### config.mk
export PLATFORM = sky130hd
export DESIGN_NAME = boot_reset_clock_strap_control
export DESIGN_NICKNAME = d
export VERILOG_FILES = /design/src/design/brcs_pkg.sv /design/src/design/brcs_strap_decode.sv /design/src/design/brcs_axil_slave.sv /design/src/design/boot_reset_clock_strap_control.sv
export SDC_FILE = /design/constraint.sdc
export NUM_CORES = 1
export LEC_CHECK = 0
export ABC_AREA = 1
export ABC_CLOCK_PERIOD_IN_PS = 3700
export BUFFER_PORTS_ARGS = -buffer_cell sky130_fd_sc_hd__buf_2
export CORE_AREA = 3 3 88 90
export CTS_BUF_LIST = sky130_fd_sc_hd__clkbuf_4 sky130_fd_sc_hd__clkbuf_8 sky130_fd_sc_hd__clkbuf_16
export DETAILED_ROUTE_END_ITERATION = 8
export DIE_AREA = 0 0 91 93
export PLACE_DENSITY = 0.68
export SLEW_MARGIN = 10
export SYNTH_ARGS = -nofsm -noshare
export SYNTH_HDL_FRONTEND = slang
export SYNTH_SLANG_ARGS = --single-unit
### constraint.sdc
create_clock -name clk -period 3.7 [get_ports clk]
set_input_delay 0.555 -clock clk [delete_from_list [all_inputs] [get_ports clk]]
set_output_delay 0.555 -clock clk [all_outputs]
set_load 0.05 [all_outputs]
### src/design/brcs_pkg.sv
package brcs_pkg;
	// Clock rate and the hold time of a soft reset
	localparam int CLK_HZ = 40_000_000;
	localparam int SOFT_RST_NS = 1000;
	// Least time, so round up to whole cycles
	localparam int SOFT_RST_CYC = (SOFT_RST_NS * (CLK_HZ / 1_000_000) + 999) / 1000;

	// Register map, byte addresses
	localparam int ADDR_W = 4;
	localparam logic [ADDR_W-1:0] ADDR_CTRL = 4'h0;
	localparam logic [ADDR_W-1:0] ADDR_STAT = 4'h4;
	localparam logic [ADDR_W-1:0] ADDR_PLL = 4'h8;

	// Control register bits
	localparam int CTRL_CPU_BIT = 0;
	localparam int CTRL_DEV_BIT = 1;

	// Status register fields
	localparam int STAT_BOOT_LSB = 0;
	localparam int STAT_FALLBACK_BIT = 3;
	localparam int STAT_BVALID_BIT = 4;
	localparam int STAT_CLK_LSB = 8;
	localparam int STAT_CVALID_BIT = 11;
	localparam int STAT_CAUSE_LSB = 16;

	// PLL register fields
	localparam int PLL_MULT_LSB = 0;
	localparam int PLL_DIV_LSB = 8;

	// Bus answers
	localparam logic [1:0] RESP_OKAY = 2'h0;
	localparam logic [1:0] RESP_DECERR = 2'h3;

	// PLL settings: every input is brought to the same 416 MHz
	localparam logic [7:0] MULT_19M2 = 8'h41;
	localparam logic [7:0] DIV_19M2 = 8'h03;
	localparam logic [7:0] MULT_26M = 8'h10;
	localparam logic [7:0] DIV_26M = 8'h01;
	localparam logic [7:0] MULT_38M4 = 8'h41;
	localparam logic [7:0] DIV_38M4 = 8'h06;
	localparam logic [7:0] MULT_52M = 8'h08;
	localparam logic [7:0] DIV_52M = 8'h01;
	// PLL output in units of 100 kHz
	localparam logic [15:0] PLL_TARGET = 16'h1040;

	// Clock-select strap codes
	localparam logic [2:0] CSEL_XTAL_19M2 = 3'h0;
	localparam logic [2:0] CSEL_EXT_19M2 = 3'h4;
	localparam logic [2:0] CSEL_EXT_26M = 3'h5;
	localparam logic [2:0] CSEL_EXT_38M4 = 3'h6;
	localparam logic [2:0] CSEL_EXT_52M = 3'h7;

	typedef enum logic [1:0] {LVL_LOW, LVL_HIGH, LVL_FLOAT} brcs_lvl_type;
	typedef enum logic [2:0] {
		BOOT_SYNC_MUX, BOOT_ASYNC_MUX, BOOT_USB, BOOT_ASYNC_SRAM, BOOT_I2C, BOOT_SPI
	} brcs_boot_type;
	typedef enum logic [2:0] {
		CLK_XTAL_19M2, CLK_EXT_19M2, CLK_EXT_26M, CLK_EXT_38M4, CLK_EXT_52M
	} brcs_clk_type;
	typedef enum logic [1:0] {CAUSE_HARD, CAUSE_DEVICE, CAUSE_CPU} brcs_cause_type;

	typedef struct packed {
		brcs_boot_type boot;
		logic fallback;
		logic valid;
	} brcs_bootsel_type;

	// Three-level strap pin
	function automatic brcs_lvl_type toLevel(input logic high, input logic float);
		return float ? LVL_FLOAT : (high ? LVL_HIGH : LVL_LOW);
	endfunction : toLevel

	// Boot source from pins 2..0; unknown codes fall back to USB
	function automatic brcs_bootsel_type decodeBoot(input brcs_lvl_type p2,
		input brcs_lvl_type p1, input brcs_lvl_type p0);
		brcs_bootsel_type r;
		r = '{boot: BOOT_USB, fallback: 1'b0, valid: 1'b1};
		case ({p2, p1, p0})
			{LVL_FLOAT, LVL_LOW, LVL_LOW}: r.boot = BOOT_SYNC_MUX;
			{LVL_FLOAT, LVL_LOW, LVL_HIGH}: r.boot = BOOT_ASYNC_MUX;
			{LVL_FLOAT, LVL_HIGH, LVL_HIGH}: r.boot = BOOT_USB;
			{LVL_FLOAT, LVL_LOW, LVL_FLOAT}: r.boot = BOOT_ASYNC_SRAM;
			{LVL_FLOAT, LVL_HIGH, LVL_FLOAT}: r = '{boot: BOOT_I2C, fallback: 1'b1, valid: 1'b1};
			{LVL_HIGH, LVL_FLOAT, LVL_FLOAT}: r.boot = BOOT_I2C;
			{LVL_LOW, LVL_FLOAT, LVL_HIGH}: r = '{boot: BOOT_SPI, fallback: 1'b1, valid: 1'b1};
			default: r.valid = 1'b0;
		endcase
		return r;
	endfunction : decodeBoot

	// Input rate in units of 100 kHz
	function automatic logic [15:0] refRate(input brcs_clk_type c);
		case (c)
			CLK_EXT_26M: return 16'h0104;
			CLK_EXT_38M4: return 16'h0180;
			CLK_EXT_52M: return 16'h0208;
			default: return 16'h00C0;
		endcase
	endfunction : refRate
endpackage : brcs_pkg

### src/design/brcs_strap_decode.sv
`timescale 1ns/100ps
`default_nettype none
module brcs_strap_decode import brcs_pkg::*; (
	// Boot straps: pin driven high, pin left floating
	input wire logic [2:0] bootHigh,
	input wire logic [2:0] bootFloat,
	// Clock-select straps
	input wire logic [2:0] clkSel,
	// Decoded boot choice
	output var brcs_bootsel_type bootSel,
	// Decoded clock choice and PLL setting
	output var brcs_clk_type clkSource,
	output logic clkValid,
	output logic [7:0] pllMult,
	output logic [7:0] pllDiv
);
	brcs_lvl_type lvl [3];

	// Boot straps to three-level codes, then to a boot source
	always_comb begin
		for (int i = 0; i < 3; i++) begin
			lvl[i] = toLevel(bootHigh[i], bootFloat[i]);
		end
		bootSel = decodeBoot(lvl[2], lvl[1], lvl[0]);
	end

	// Clock straps pick the source and the PLL ratio
	always_comb begin
		clkSource = CLK_XTAL_19M2;
		clkValid = 1'b1;
		pllMult = MULT_19M2;
		pllDiv = DIV_19M2;
		case (clkSel)
			CSEL_XTAL_19M2: clkSource = CLK_XTAL_19M2;
			CSEL_EXT_19M2: clkSource = CLK_EXT_19M2;
			CSEL_EXT_26M: begin
				clkSource = CLK_EXT_26M;
				pllMult = MULT_26M;
				pllDiv = DIV_26M;
			end
			CSEL_EXT_38M4: begin
				clkSource = CLK_EXT_38M4;
				pllMult = MULT_38M4;
				pllDiv = DIV_38M4;
			end
			CSEL_EXT_52M: begin
				clkSource = CLK_EXT_52M;
				pllMult = MULT_52M;
				pllDiv = DIV_52M;
			end
			// Unlisted codes keep the crystal setting, flagged invalid
			default: clkValid = 1'b0;
		endcase
	end
endmodule : brcs_strap_decode
`default_nettype wire

### src/design/brcs_axil_slave.sv
`timescale 1ns/100ps
`default_nettype none
module brcs_axil_slave import brcs_pkg::*; (
	// Clock and reset
	input wire logic clk,
	input wire logic rst,
	// Write address and data
	input wire logic [ADDR_W-1:0] s_axi_awaddr,
	input wire logic s_axi_awvalid,
	output logic s_axi_awready,
	input wire logic [31:0] s_axi_wdata,
	input wire logic [3:0] s_axi_wstrb,
	input wire logic s_axi_wvalid,
	output logic s_axi_wready,
	// Write response
	output logic [1:0] s_axi_bresp,
	output logic s_axi_bvalid,
	input wire logic s_axi_bready,
	// Read address and data
	input wire logic [ADDR_W-1:0] s_axi_araddr,
	input wire logic s_axi_arvalid,
	output logic s_axi_arready,
	output logic [31:0] s_axi_rdata,
	output logic [1:0] s_axi_rresp,
	output logic s_axi_rvalid,
	input wire logic s_axi_rready,
	// Register file side
	output logic wrEn,
	output logic [ADDR_W-1:0] wrAddr,
	output logic [31:0] wrData,
	output logic [3:0] wrStrb,
	input wire logic wrHit,
	output logic [ADDR_W-1:0] rdAddr,
	input wire logic [31:0] rdData,
	input wire logic rdHit
);
	logic awHeld_q, awHeld_d, wHeld_q, wHeld_d, bValid_q, bValid_d;
	logic rValid_q, rValid_d;
	logic [ADDR_W-1:0] awAddr_q, awAddr_d;
	logic [31:0] wData_q, wData_d, rData_q, rData_d;
	logic [3:0] wStrb_q, wStrb_d;
	logic [1:0] bResp_q, bResp_d, rResp_q, rResp_d;

	// Address and data are parked separately, so either may come first
	assign s_axi_awready = !awHeld_q && !bValid_q;
	assign s_axi_wready = !wHeld_q && !bValid_q;
	assign s_axi_arready = !rValid_q;
	assign wrEn = awHeld_q && wHeld_q && !bValid_q;
	assign wrAddr = awAddr_q;
	assign wrData = wData_q;
	assign wrStrb = wStrb_q;
	assign rdAddr = s_axi_araddr;
	assign s_axi_bvalid = bValid_q;
	assign s_axi_bresp = bResp_q;
	assign s_axi_rvalid = rValid_q;
	assign s_axi_rdata = rData_q;
	assign s_axi_rresp = rResp_q;

	// Channel next state
	always_comb begin
		awHeld_d = awHeld_q;
		wHeld_d = wHeld_q;
		bValid_d = bValid_q;
		awAddr_d = awAddr_q;
		wData_d = wData_q;
		wStrb_d = wStrb_q;
		bResp_d = bResp_q;
		rValid_d = rValid_q;
		rData_d = rData_q;
		rResp_d = rResp_q;
		if (s_axi_awvalid && s_axi_awready) begin
			awHeld_d = 1'b1;
			awAddr_d = s_axi_awaddr;
		end
		if (s_axi_wvalid && s_axi_wready) begin
			wHeld_d = 1'b1;
			wData_d = s_axi_wdata;
			wStrb_d = s_axi_wstrb;
		end
		if (wrEn) begin
			awHeld_d = 1'b0;
			wHeld_d = 1'b0;
			bValid_d = 1'b1;
			bResp_d = wrHit ? RESP_OKAY : RESP_DECERR;
		end
		if (bValid_q && s_axi_bready) begin
			bValid_d = 1'b0;
		end
		if (rValid_q && s_axi_rready) begin
			rValid_d = 1'b0;
		end
		// Unmapped reads return zero with a decode error
		if (s_axi_arvalid && s_axi_arready) begin
			rValid_d = 1'b1;
			rData_d = rdHit ? rdData : 32'h0000_0000;
			rResp_d = rdHit ? RESP_OKAY : RESP_DECERR;
		end
	end

	// Channel registers
	always_ff @(posedge clk or posedge rst) begin
		if (rst) begin
			awHeld_q <= 1'b0;
			wHeld_q <= 1'b0;
			bValid_q <= 1'b0;
			awAddr_q <= '0;
			wData_q <= 32'h0000_0000;
			wStrb_q <= 4'h0;
			bResp_q <= RESP_OKAY;
			rValid_q <= 1'b0;
			rData_q <= 32'h0000_0000;
			rResp_q <= RESP_OKAY;
		end else begin
			awHeld_q <= awHeld_d;
			wHeld_q <= wHeld_d;
			bValid_q <= bValid_d;
			awAddr_q <= awAddr_d;
			wData_q <= wData_d;
			wStrb_q <= wStrb_d;
			bResp_q <= bResp_d;
			rValid_q <= rValid_d;
			rData_q <= rData_d;
			rResp_q <= rResp_d;
		end
	end
endmodule : brcs_axil_slave
`default_nettype wire

### src/design/boot_reset_clock_strap_control.sv
// Functional notes
// - Boot straps F00, F01, F11 pick sync mux, async mux, USB boot.
// - F0F async SRAM, F1F I2C with USB fallback, 1FF I2C, 0F1 SPI+fallback.
// - While the reset pin is low every I/O stays released.
// - After hard reset the bootloader configures I/O for the strapped source.
// - Soft reset starts on a control-register write; the bit picks its type.
// - CPU reset restarts the program counter, firmware stays loaded.
// - Whole-device reset acts as a hard reset; firmware reloads.
// - Clock straps 000,100,101,110,111: crystal/ext 19.2, 26, 38.4, 52 MHz.
// - PLL ratio follows the input so the core rate never changes.
//
// The placing of the registers and the AXI4-Lite slave port are this design's own decisions.
`timescale 1ns/100ps
`default_nettype none
module boot_reset_clock_strap_control import brcs_pkg::*; #(
	parameter int SOFT_RST_CYCLES = SOFT_RST_CYC
) (
	// Clock and reset
	input wire logic clk,
	input wire logic rst,
	// Hard reset pin, active low
	input wire logic resetPinN,
	// Boot-select straps: driven high, left floating
	input wire logic [2:0] bootStrapHigh,
	input wire logic [2:0] bootStrapFloat,
	// Clock-select straps
	input wire logic [2:0] clkStrap,
	// Register bus
	input wire logic [ADDR_W-1:0] s_axi_awaddr,
	input wire logic s_axi_awvalid,
	output logic s_axi_awready,
	input wire logic [31:0] s_axi_wdata,
	input wire logic [3:0] s_axi_wstrb,
	input wire logic s_axi_wvalid,
	output logic s_axi_wready,
	output logic [1:0] s_axi_bresp,
	output logic s_axi_bvalid,
	input wire logic s_axi_bready,
	input wire logic [ADDR_W-1:0] s_axi_araddr,
	input wire logic s_axi_arvalid,
	output logic s_axi_arready,
	output logic [31:0] s_axi_rdata,
	output logic [1:0] s_axi_rresp,
	output logic s_axi_rvalid,
	input wire logic s_axi_rready,
	// Reset and boot controls
	output logic ioEnable,
	output logic cpuReset,
	output logic bootLoadReq,
	// Latched boot choice
	output var brcs_boot_type bootSource,
	output logic bootFallbackUsb,
	output logic bootStrapValid,
	// Latched clock choice
	output var brcs_clk_type clkSource,
	output logic clkIsCrystal,
	output logic clkStrapValid,
	output logic [7:0] pllMult,
	output logic [7:0] pllDiv
);
	localparam int CNT_W = $clog2(SOFT_RST_CYCLES + 1);
	localparam logic [CNT_W-1:0] CNT_LAST = CNT_W'(SOFT_RST_CYCLES - 1);

	typedef enum logic [2:0] {
		ST_HOLD, ST_SAMPLE, ST_RUN, ST_CPU_RST, ST_DEV_RST
	} brcs_state_type;

	brcs_state_type state_q, state_d;
	logic [CNT_W-1:0] cnt_q, cnt_d;
	logic ioEnable_q, ioEnable_d, cpuReset_q, cpuReset_d;
	logic bootLoadReq_q, bootLoadReq_d;
	brcs_cause_type cause_q, cause_d;
	brcs_bootsel_type bootSel_q, bootSel_d, bootSelNew;
	brcs_clk_type clk_q, clk_d, clkNew;
	logic clkValid_q, clkValid_d, clkValidNew;
	logic [7:0] mult_q, mult_d, multNew, div_q, div_d, divNew;
	logic wrEn, wrHit, rdHit, ctrlWr, cpuReq, devReq;
	logic [ADDR_W-1:0] wrAddr, rdAddr;
	logic [31:0] wrData, rdData;
	logic [3:0] wrStrb;

	// Register bus front end
	brcs_axil_slave u_bus (
		.clk(clk),
		.rst(rst),
		.s_axi_awaddr(s_axi_awaddr),
		.s_axi_awvalid(s_axi_awvalid),
		.s_axi_awready(s_axi_awready),
		.s_axi_wdata(s_axi_wdata),
		.s_axi_wstrb(s_axi_wstrb),
		.s_axi_wvalid(s_axi_wvalid),
		.s_axi_wready(s_axi_wready),
		.s_axi_bresp(s_axi_bresp),
		.s_axi_bvalid(s_axi_bvalid),
		.s_axi_bready(s_axi_bready),
		.s_axi_araddr(s_axi_araddr),
		.s_axi_arvalid(s_axi_arvalid),
		.s_axi_arready(s_axi_arready),
		.s_axi_rdata(s_axi_rdata),
		.s_axi_rresp(s_axi_rresp),
		.s_axi_rvalid(s_axi_rvalid),
		.s_axi_rready(s_axi_rready),
		.wrEn(wrEn),
		.wrAddr(wrAddr),
		.wrData(wrData),
		.wrStrb(wrStrb),
		.wrHit(wrHit),
		.rdAddr(rdAddr),
		.rdData(rdData),
		.rdHit(rdHit)
	);

	// Strap decoders
	brcs_strap_decode u_dec (
		.bootHigh(bootStrapHigh),
		.bootFloat(bootStrapFloat),
		.clkSel(clkStrap),
		.bootSel(bootSelNew),
		.clkSource(clkNew),
		.clkValid(clkValidNew),
		.pllMult(multNew),
		.pllDiv(divNew)
	);

	// Only the control word is writable; others answer with an error
	assign wrHit = (wrAddr == ADDR_CTRL);
	assign ctrlWr = wrEn && wrHit && wrStrb[0] && (state_q == ST_RUN);
	// request decode
	// Device reset wins if both bits are written at once
	assign devReq = ctrlWr && wrData[CTRL_DEV_BIT];
	assign cpuReq = ctrlWr && wrData[CTRL_CPU_BIT] && !wrData[CTRL_DEV_BIT];

	// Read mux; the control bits read back as busy flags
	always_comb begin
		rdData = 32'h0000_0000;
		rdHit = 1'b1;
		case (rdAddr)
			ADDR_CTRL: begin
				rdData[CTRL_CPU_BIT] = (state_q == ST_CPU_RST);
				rdData[CTRL_DEV_BIT] = (state_q == ST_DEV_RST);
			end
			ADDR_STAT: begin
				rdData[STAT_BOOT_LSB +: 3] = bootSel_q.boot;
				rdData[STAT_FALLBACK_BIT] = bootSel_q.fallback;
				rdData[STAT_BVALID_BIT] = bootSel_q.valid;
				rdData[STAT_CLK_LSB +: 3] = clk_q;
				rdData[STAT_CVALID_BIT] = clkValid_q;
				rdData[STAT_CAUSE_LSB +: 2] = cause_q;
			end
			ADDR_PLL: begin
				rdData[PLL_MULT_LSB +: 8] = mult_q;
				rdData[PLL_DIV_LSB +: 8] = div_q;
			end
			default: rdHit = 1'b0;
		endcase
	end

	// Reset sequencer next state; the pin overrides every other state
	always_comb begin
		state_d = state_q;
		cnt_d = cnt_q;
		cause_d = cause_q;
		bootLoadReq_d = 1'b0;
		unique case (state_q)
			ST_HOLD: begin
				cause_d = CAUSE_HARD;
				if (resetPinN) begin
					state_d = ST_SAMPLE;
				end
			end
			ST_SAMPLE: begin
				state_d = ST_RUN;
				bootLoadReq_d = 1'b1;
			end
			ST_RUN: begin
				cnt_d = '0;
				if (devReq) begin
					state_d = ST_DEV_RST;
					cause_d = CAUSE_DEVICE;
				end else if (cpuReq) begin
					state_d = ST_CPU_RST;
					cause_d = CAUSE_CPU;
				end
			end
			ST_CPU_RST: begin
				cnt_d = cnt_q + 1'b1;
				if (cnt_q == CNT_LAST) begin
					state_d = ST_RUN;
				end
			end
			ST_DEV_RST: begin
				cnt_d = cnt_q + 1'b1;
				if (cnt_q == CNT_LAST) begin
					state_d = ST_SAMPLE;
				end
			end
		endcase
		if (!resetPinN) begin
			state_d = ST_HOLD;
			bootLoadReq_d = 1'b0;
		end
		// I/O stays released until the straps are in and the loader starts
		ioEnable_d = (state_d == ST_RUN) || (state_d == ST_CPU_RST);
		cpuReset_d = (state_d != ST_RUN);
	end

	// Reset sequencer registers
	always_ff @(posedge clk or posedge rst) begin
		if (rst) begin
			state_q <= ST_HOLD;
			cnt_q <= '0;
			cause_q <= CAUSE_HARD;
			bootLoadReq_q <= 1'b0;
			ioEnable_q <= 1'b0;
			cpuReset_q <= 1'b1;
		end else begin
			state_q <= state_d;
			cnt_q <= cnt_d;
			cause_q <= cause_d;
			bootLoadReq_q <= bootLoadReq_d;
			ioEnable_q <= ioEnable_d;
			cpuReset_q <= cpuReset_d;
		end
	end

	always_comb begin
		bootSel_d = bootSel_q;
		clk_d = clk_q;
		clkValid_d = clkValid_q;
		mult_d = mult_q;
		div_d = div_q;
		if (state_q == ST_SAMPLE) begin
			bootSel_d = bootSelNew;
			clk_d = clkNew;
			clkValid_d = clkValidNew;
			mult_d = multNew;
			div_d = divNew;
		end
	end

	// Strap registers; caught by the clock, never by the reset itself
	always_ff @(posedge clk or posedge rst) begin
		if (rst) begin
			bootSel_q <= '{boot: BOOT_USB, fallback: 1'b0, valid: 1'b0};
			clk_q <= CLK_XTAL_19M2;
			clkValid_q <= 1'b0;
			mult_q <= MULT_19M2;
			div_q <= DIV_19M2;
		end else begin
			bootSel_q <= bootSel_d;
			clk_q <= clk_d;
			clkValid_q <= clkValid_d;
			mult_q <= mult_d;
			div_q <= div_d;
		end
	end

	// Outputs
	assign ioEnable = ioEnable_q;
	assign cpuReset = cpuReset_q;
	assign bootLoadReq = bootLoadReq_q;
	assign bootSource = bootSel_q.boot;
	assign bootFallbackUsb = bootSel_q.fallback;
	assign bootStrapValid = bootSel_q.valid;
	assign clkSource = clk_q;
	assign clkIsCrystal = (clk_q == CLK_XTAL_19M2);
	assign clkStrapValid = clkValid_q;
	assign pllMult = mult_q;
	assign pllDiv = div_q;
endmodule : boot_reset_clock_strap_control
`default_nettype wire

Word level (Yosys, flattened, before mapping)

Index checks and enable logic that the tools add are counted.

Latch bits: 0
Memories: 0
Register bits after elaboration: 86
Memory bits (writable): 0
Logic and storage cells: 129
ROM bits: 0
Input bits: 61
Output and inout port bits: 70

Reductions and logical operators: 40
Shift operators: 0
Div/mod/pow operators: 0
Multipliers: 0
Equality and inequality tests: 22
$lt $le $gt $ge: 0
Bitwise logic cells: 0
Add/subtract/negate cells: 1
Mux-type cells: 43

Operators with widths:

| cell                                                                   | number |
|---|---|
| 6-bit equality test (second input constant)                            | 6 |
| 3-bit one-hot mux with 5 select lines                                  | 2 |
| 18-bit two-way mux                                                     | 1 |
| 3-bit two-way mux                                                      | 6 |
| 1-bit two-way mux                                                      | 17 |
| 2-bit two-way mux                                                      | 8 |
| 3-bit equality test (second input constant)                            | 5 |
| 1-bit logical AND                                                      | 15 |
| 7-bit one-hot mux with 2 select lines                                  | 1 |
| 3-bit by 2-bit equality test with 1-bit output (second input constant) | 4 |
| 3-bit one-hot mux with 2 select lines                                  | 2 |
| 3-bit one-hot mux with 4 select lines                                  | 1 |
| 6-bit one-hot mux with 2 select lines                                  | 1 |
| 2-bit nonzero test                                                     | 6 |
| 3-bit logical NOT                                                      | 3 |
| 4-bit logical NOT                                                      | 2 |
| 4-bit one-hot mux with 2 select lines                                  | 1 |
| 2-bit OR reduction                                                     | 4 |
| 7-bit OR reduction                                                     | 1 |
| 6-bit by 1-bit adder with 6-bit output (second input constant)         | 1 |
| 6-bit by 4-bit equality test with 1-bit output (second input constant) | 1 |
| 6-bit by 5-bit equality test with 1-bit output (second input constant) | 1 |
| 2-bit one-hot mux with 3 select lines                                  | 1 |
| 1-bit logical NOT                                                      | 5 |
| other kinds (11)                                                       | 11 |

Depth between registers and ports, before layout

Gate-level depths: netlist of run 1.

Depth in word-level cells: 13
Depth in mapped cells: 9

Modules after synthesis

A second synthesis of run 1 with hierarchy kept.

Cell total of the unflattened synthesis: 623
Area total of the unflattened synthesis: 5290.1 um^2

By module, submodules not included:

| module                         | area each (um^2) | cells an instance | instances | sequential area each (um^2) |
|---|---|---|---|---|
| brcs_axil_slave                | 3136.8           | 345               | 1         | 1951.9 |
| boot_reset_clock_strap_control | 1888.1           | 224               | 1         | 983.4 |
| brcs_strap_decode              | 265.3            | 54                | 1         | 0.0 |

Least setup slack after synthesis of run 1

Ideal clock, no wire load.

Kind: register to output
Start point: reg clk_q[0] (netlist: clkSource[0])
End point: out clkIsCrystal
Slack: 1422 ps
Path buffers: 0
Stages on the path, launching flop included: 2
Data arrival time: 1723 ps
Path through: dfrtp_1 -> nor3_1

Word-level cells in the longest chain between the ends: 1

Ends and longest elaborated chain:

| item                     | line                                  | RTL |
|---|---|---|
| start: declaration       | boot_reset_clock_strap_control.sv:74  | `brcs_clk_type clk_q, clk_d, clkNew;` |
| start signal: assignment | boot_reset_clock_strap_control.sv:251 | `clk_q <= clk_d;` |
| 3-bit logical NOT        | boot_reset_clock_strap_control.sv:266 | `assign clkIsCrystal = (clk_q == CLK_XTAL_19M2);` |
| end: declaration         | boot_reset_clock_strap_control.sv:56  | `output logic clkIsCrystal,` |

Every way passes these cells.

Worst setup path after layout of run 1

Same ends and word-level chain as after synthesis.

==> run_results.csv, run 1 <==
group,metric,value,unit
cts,clk_path_buf_depth,2,
placement,dp_hpwl,4250,um
route,ant_nets,0,
cts,h-tree-depth,2,
global_route,antenna_found_initial,0,
timing,rsz0062_at_grt,"false",
die,row_count,31,
route,avgViaCountPerCell,4.43,
synth,synth_seq_area_share,49.4,%
die,start_util,37.7,%
critical_path,criticalPathCategory,"reg -> out",
cells_and_area,drive_gt1_share,26.0,%
cells_and_area,n_antenna_cell,0,
synth,async_flop_share,100,%
route,drt_wl_total,5430,um
critical_path,critPathCaptureType,"output pin",
cells_and_area,finalCoreUtilization,43.5,%
timing,post-route-period-util,46.6,%
route,via_count,2142,
route,wl_met1,2480,um
power_and_ir_drop,power.density,634,nW/um2
critical_path,crit_path_cell_trace,"nor3_1 -> buf_2",
die,die_h,93,um
timing,clock-skew-final,7.87,ps
critical_path,rr_worst_depth,7,
timing,timing.final.crit_period,1720,ps
cts,path_clk_slew,90,ps
route,top_layer,"met4",
route,post_drt_wl_per_cell,11.2,um
synth,syn_avg_cell_area,8.47,um2
worst_hold_path,holdPathEnd,"u_bus.s_axi_bvalid",
critical_path,cp_max_fo,3,
cells_and_area,layout_common_cells,"76 x nand2_1, 68 x buf_2, 49 x dfrtp_1, 37 x inv_1, 29 x conb_1",
critical_path,critPathLaunchType,"flip-flop",
power_and_ir_drop,vdd_drop_max,404,uV
cells_and_area,final_cell_area,3100,um2
critical_path,reg2reg_slack,2230,ps
route,drt_iter0_drc,145,
critical_path,cpLargestDelayFamily,"flip-flops",
global_route,grt_usage,13.7,%
global_route,grt_pass1_vias,2080,
cells_and_area,fin_nets,446,
cts,postCtsSetupRepairBufs,0,
placement,port-buffer-count,68,
synth,synth-seq-cells,53,
timing,fmax,0.580,GHz
cells_and_area,fillCellCount,738,
cts,root_buffer,"clkbuf_8",
critical_path,slowest_delay,400,ps
die,dieWidth,91,um
synth,synth_warnings,0,
worst_hold_path,min_path_type,"in -> reg",
critical_path,timing.rr.end,"pllMult[3]",
critical_path,crit_buf_inv,1,
cells_and_area,final_common_cell,"nand2_1",
die,core_area,7140,um2
critical_path,cp_data_arrival_time,1170,ps
worst_hold_path,hold_start,"s_axi_bready",
worst_hold_path,hold_depth,2,
synth,syn_area,2690,um2
global_route,grt_pass1_wl,9440,um
global_route,grt_max_degree,54,
cts,cts_made_buffers,5,
timing,worstMarginPinSlew,1070,ps
timing,hold_violations,0,
route,drc_errors,0,
placement,globalplace.congestion,0.823,
status,status,"finished, final reports clean",
placement,placed_cell_area,2980,um2
cells_and_area,syn_to_final_growth,15.2,%
power_and_ir_drop,power.total,1.97,mW
synth,yosysUniqueCellTypes,30,
timing,max-slew-margin-rel,28.8,%
timing,slew_viol_final,0,
route,dr.pass1.iters,4,
critical_path,r2r_start,"state_q[2]",
synth,syn_inst,318,
critical_path,critPathSlowestCell,"dfrtp_1",
die,ioPinCount,131,
cts,cts_tree,"yes",
synth,synth-edff-count,0,
cts,worstSkewPairLatency,300,ps
power_and_ir_drop,leakage,1.71,nW
timing,setup_viol,0,
cts,cts_resized,0,
cts,cts.sinks,53,
cts,hold_buffers,0,
timing,fin_tns_setup,0,ps
global_route,grt_overflow,0,
synth,ys.flop_type,"dfrtp_1",
critical_path,worstPathRequired,3140,ps
die,die_area,8460,um2
route,route.met3.wl,319,um
route,dr_wl_met2,2570,um
job,cap_violations,0,
[cells by family after synthesis]
logic type	after synthesis	share of synthesized area, %
muxes	5	2.09
AOI/OAI and AO/OA	47	9.76
adders and majority gates	1	0.465
DFF	53	49.4
buffers and inverters	77	15.9
xor gates and xnor gates	1	0.325
other	1	0.139
and+or+nand+nor	133	21.8
[worst register-to-register path: stages, from the launching register on]
cell and delay [ps]:
dfrtp_1 410, inv_2 110, nand2_2 110, nor2_4 290, inv_2 180, nor2_1 160
nand2_1 80, o21ai_0 70
[state kept, by name (all words and copies together) (netlist names), 2 cells and up]
register	count
u_bus.wrData	2
pllDiv	3
cause_q	2
state_q	3
cnt_q	6
u_bus.s_axi_rdata	12
bootSource	3
u_bus.wrAddr	4
clkSource	3
pllMult	2
[per-stage QoR]
stage / hold WS, ps / setup slack (ps) / std cells
4_1_cts: 412 / 1960 / 484
2_1_floorplan: 468 / 1420 / 346
5_1_grt: 413 / 1910 / 484
6_report: 418 / 1980 / 484
3_3_place_gp: 463 / 2050 / 476
3_5_place_dp: 463 / 2040 / 476
[final cells by class]
cell class	instances	area, um2	share of cell area [%]
timing repair buffer	68	340	11.0
clock buffer	7	90.1	2.90
tap	99	124	3.99
sequential	53	1330	42.9
inverter	40	150	4.84
multi-input combinational	216	1040	33.4
clock inverter	1	30.0	0.968
[layer usage]
| layer | vias up | track usage (%) |
|---|---|---|
| met5 | - | 0 |
| met3 | 5 | 3.46 |
| met4 | 0 | 3.52 |
| met1 | 991 | 17.3 |
| li1 | 1082 | - |
| met2 | 64 | 23.3 |
[worst max-delay path by stage]
stage / from / end / cells past startpoint
finish: clkSource[0] / clkIsCrystal / 2
CTS: clkSource[0] / clkIsCrystal / 2
global route: clkSource[0] / clkIsCrystal / 2
floorplan: clkSource[0] / clkIsCrystal / 1
global placement: s_axi_arvalid / u_bus.s_axi_rdata[1] / 5
detailed placement: s_axi_arvalid / u_bus.s_axi_rdata[17] / 5
[synth_stat cells, drive strengths merged (2+ instances only)]
master	n	area share [%]
inv	40	5.6
o22ai	3	0.70
nand2	79	11
nor2	28	4.6
dfrtp	49	46
nor3	2	0.37
nand4	2	0.46
dfstp	4	3.9
o21ai	27	5.0
nand3	21	4.8
mux2	5	2.1
a21oi	10	1.9
a32o	2	0.74
buf	37	10
o21a	2	0.56
[power by group]
part / internal [mW] / switching [mW] / leakage (nW)
logic: 0.178 / 0.582 / 0.972
clock network: 0.228 / 0.181 / 0.0619
registers: 0.707 / 0.0904 / 0.677
total: 1.11 / 0.853 / 1.71
(Power assumes the default switching activity.)
==> run 2: changes to the inputs <==
- ABC_CLOCK_PERIOD_IN_PS: 3700 -> 1720
- clock period: 3.7 -> 1.72 ns (I/O delays scaled with it)
==> run 2 against run 1 <==
- worst hold slack got worse by 280 ps
- wire length rose by 1.4%
- worst setup slack got worse by 1700 ps
- first-iteration DRC count fell by 31%
- combinational power rose by 120%
- cell area rose by 0.85%
- critical path depth did not move
- sequential share of layout area fell by 0.36 points
- via count fell by 0.33%
- clock power rose by 75%
- die area did not move
- critical path type unchanged
- largest power group unchanged
==> run_results.csv, run 2 (same netlist as run 1, synthesis figures left out) <==
group,metric,value,unit
timing,hold_slack,139,ps
cells_and_area,stdcell_count,488,
cts,worstSkewPairLatency,300,ps
die,dieWidth,91,um
timing,slew_viol_final,0,
cts,cts_resized,0,
critical_path,crit_path_cell_trace,"nor3_2 -> buf_2",
timing,clock-skew-final,7.89,ps
die,ioPinCount,131,
critical_path,critPathSlowestCell,"dfrtp_1",
cells_and_area,syn_to_final_growth,16.2,%
cts,path_clk_slew,100,ps
critical_path,slowest_delay,410,ps
cts,cts.sinks,53,
critical_path,cp_max_fo,3,
cells_and_area,fin_nets,450,
route,ant_nets,0,
cells_and_area,layout_common_cells,"76 x nand2_1, 68 x buf_2, 49 x dfrtp_1, 37 x inv_1, 29 x conb_1",
cts,root_buffer,"clkbuf_8",
power_and_ir_drop,leakage,1.72,nW
cts,cts_tree,"yes",
global_route,antenna_found_initial,0,
timing,rsz0062_at_grt,"false",
placement,dp_hpwl,4320,um
die,core_area,7140,um2
global_route,grt_max_degree,54,
cells_and_area,n_antenna_cell,0,
critical_path,crit_buf_inv,1,
die,die_h,93,um
global_route,grt_pass1_wl,9330,um
global_route,grt_overflow,0,
route,dr.pass1.iters,4,
critical_path,cpLargestDelayFamily,"flip-flops",
power_and_ir_drop,power.density,1320,nW/um2
critical_path,cp_data_arrival_time,1150,ps
critical_path,worstPathRequired,1460,ps
placement,post-place-cells,479,
job,cap_violations,0,
power_and_ir_drop,vdd_drop_max,687,uV
timing,setup_viol,0,
timing,timing.final.crit_period,1400,ps
route,avgViaCountPerCell,4.38,
timing,fmax,0.712,GHz
timing,post-route-period-util,81.6,%
route,drc_errors,0,
cells_and_area,multiInputGateArea,1050,um2
critical_path,criticalPathCategory,"reg -> out",
route,drt_wl_total,5500,um
placement,globalplace.congestion,0.861,
global_route,grt_pass1_vias,2043,
cells_and_area,largest_reg_flops,12,
cells_and_area,seqCellArea,1330,um2
cells_and_area,fillCellCount,765,
critical_path,critPathLaunchType,"flip-flop",
die,start_util,37.7,%
die,die_area,8460,um2
route,via_count,2135,
global_route,grt_usage,13.5,%
cells_and_area,final_common_cell,"nand2_1",
cells_and_area,finalCoreUtilization,43.8,%
cts,clk_path_buf_depth,2,
status,status,"finished, final reports clean",
route,post_drt_wl_per_cell,11.3,um
placement,port-buffer-count,68,
route,drt_iter0_drc,100,
cts,cts_made_buffers,5,
critical_path,critPathCaptureType,"output pin",
timing,hold_violations,0,
cells_and_area,drive_gt1_share,27.2,%
cts,h-tree-depth,2,
die,row_count,31,
worst_hold_path,min_path_type,"in -> reg",
## run 2: metal layers
metal | up-vias | track usage (%) | part of all wire (%)
met3 | 7 | 3.14 | 5.4
li1 | 1087 | - | -
met1 | 978 | 17.3 | 44
met2 | 63 | 22.6 | 50
met5 | - | 0 | 0
met4 | 0 | 4.52 | 1.3
## run 2: area by class of cell
type | instances | area share, %
well taps | 99 | 3.96
inverters | 40 | 4.80
multi-input cells | 216 | 33.5
flip-flops and latches | 53 | 42.5
repair buffers | 72 | 12.3
clock inverters | 1 | 0.240
clock buffers | 7 | 2.68
## run 2: where the power goes
group / leakage [nW] / switching (mW) / internal, mW / total [mW]
clock network: 0.0453 / 0.397 / 0.321 / 0.717
registers: 0.677 / 0.212 / 1.52 / 1.73
logic: 0.996 / 1.26 / 0.406 / 1.66
total: 1.72 / 1.87 / 2.25 / 4.12
## run 2: timing repair
| item | 4_1_cts | 5_1_grt |
|---|---|---|
| hold buffers | 1 | 0 |
| hold endpoints to repair | 5 | 0 |
| setup endpoints to repair | 0 | 0 |
| setup buffers | 0 | 0 |
## run 2: stage by stage
stage	area, um2	power, mW	setup slack [ps]	setup TNS (ps)
global route	3130	4.37	195	0
floorplan	2810	3.13	-68.8	-264
global placement	3030	3.40	437	0
finish	3130	4.12	316	0
detailed placement	3030	3.44	378	0
CTS	3130	4.16	299	0
## run 2: path summary, 6_finish.rpt
check | start | to | slack [ps] | cells after the start
max | clkSource[0] | clkIsCrystal | 320 | 2
min | s_axi_rready | u_bus.s_axi_rvalid | 140 | 2
max reg2reg | u_bus.s_axi_bvalid | state_q[0] | 370 | 7
min reg2reg | u_bus.s_axi_rdata[3] | u_bus.s_axi_rdata[3] | 480 | 2
max in group asynchronous | rst | cpuReset | 880 | 4
min in group asynchronous | rst | u_bus.wrAddr[0] | 550 | 4
## run 2: worst register-to-register path, delay by kind of cell (launching register included)
family / cells / cell delay [ps]
AND/OR/NAND/NOR: 5 / 710
flip-flops: 1 / 440
buffers and inverters: 2 / 150
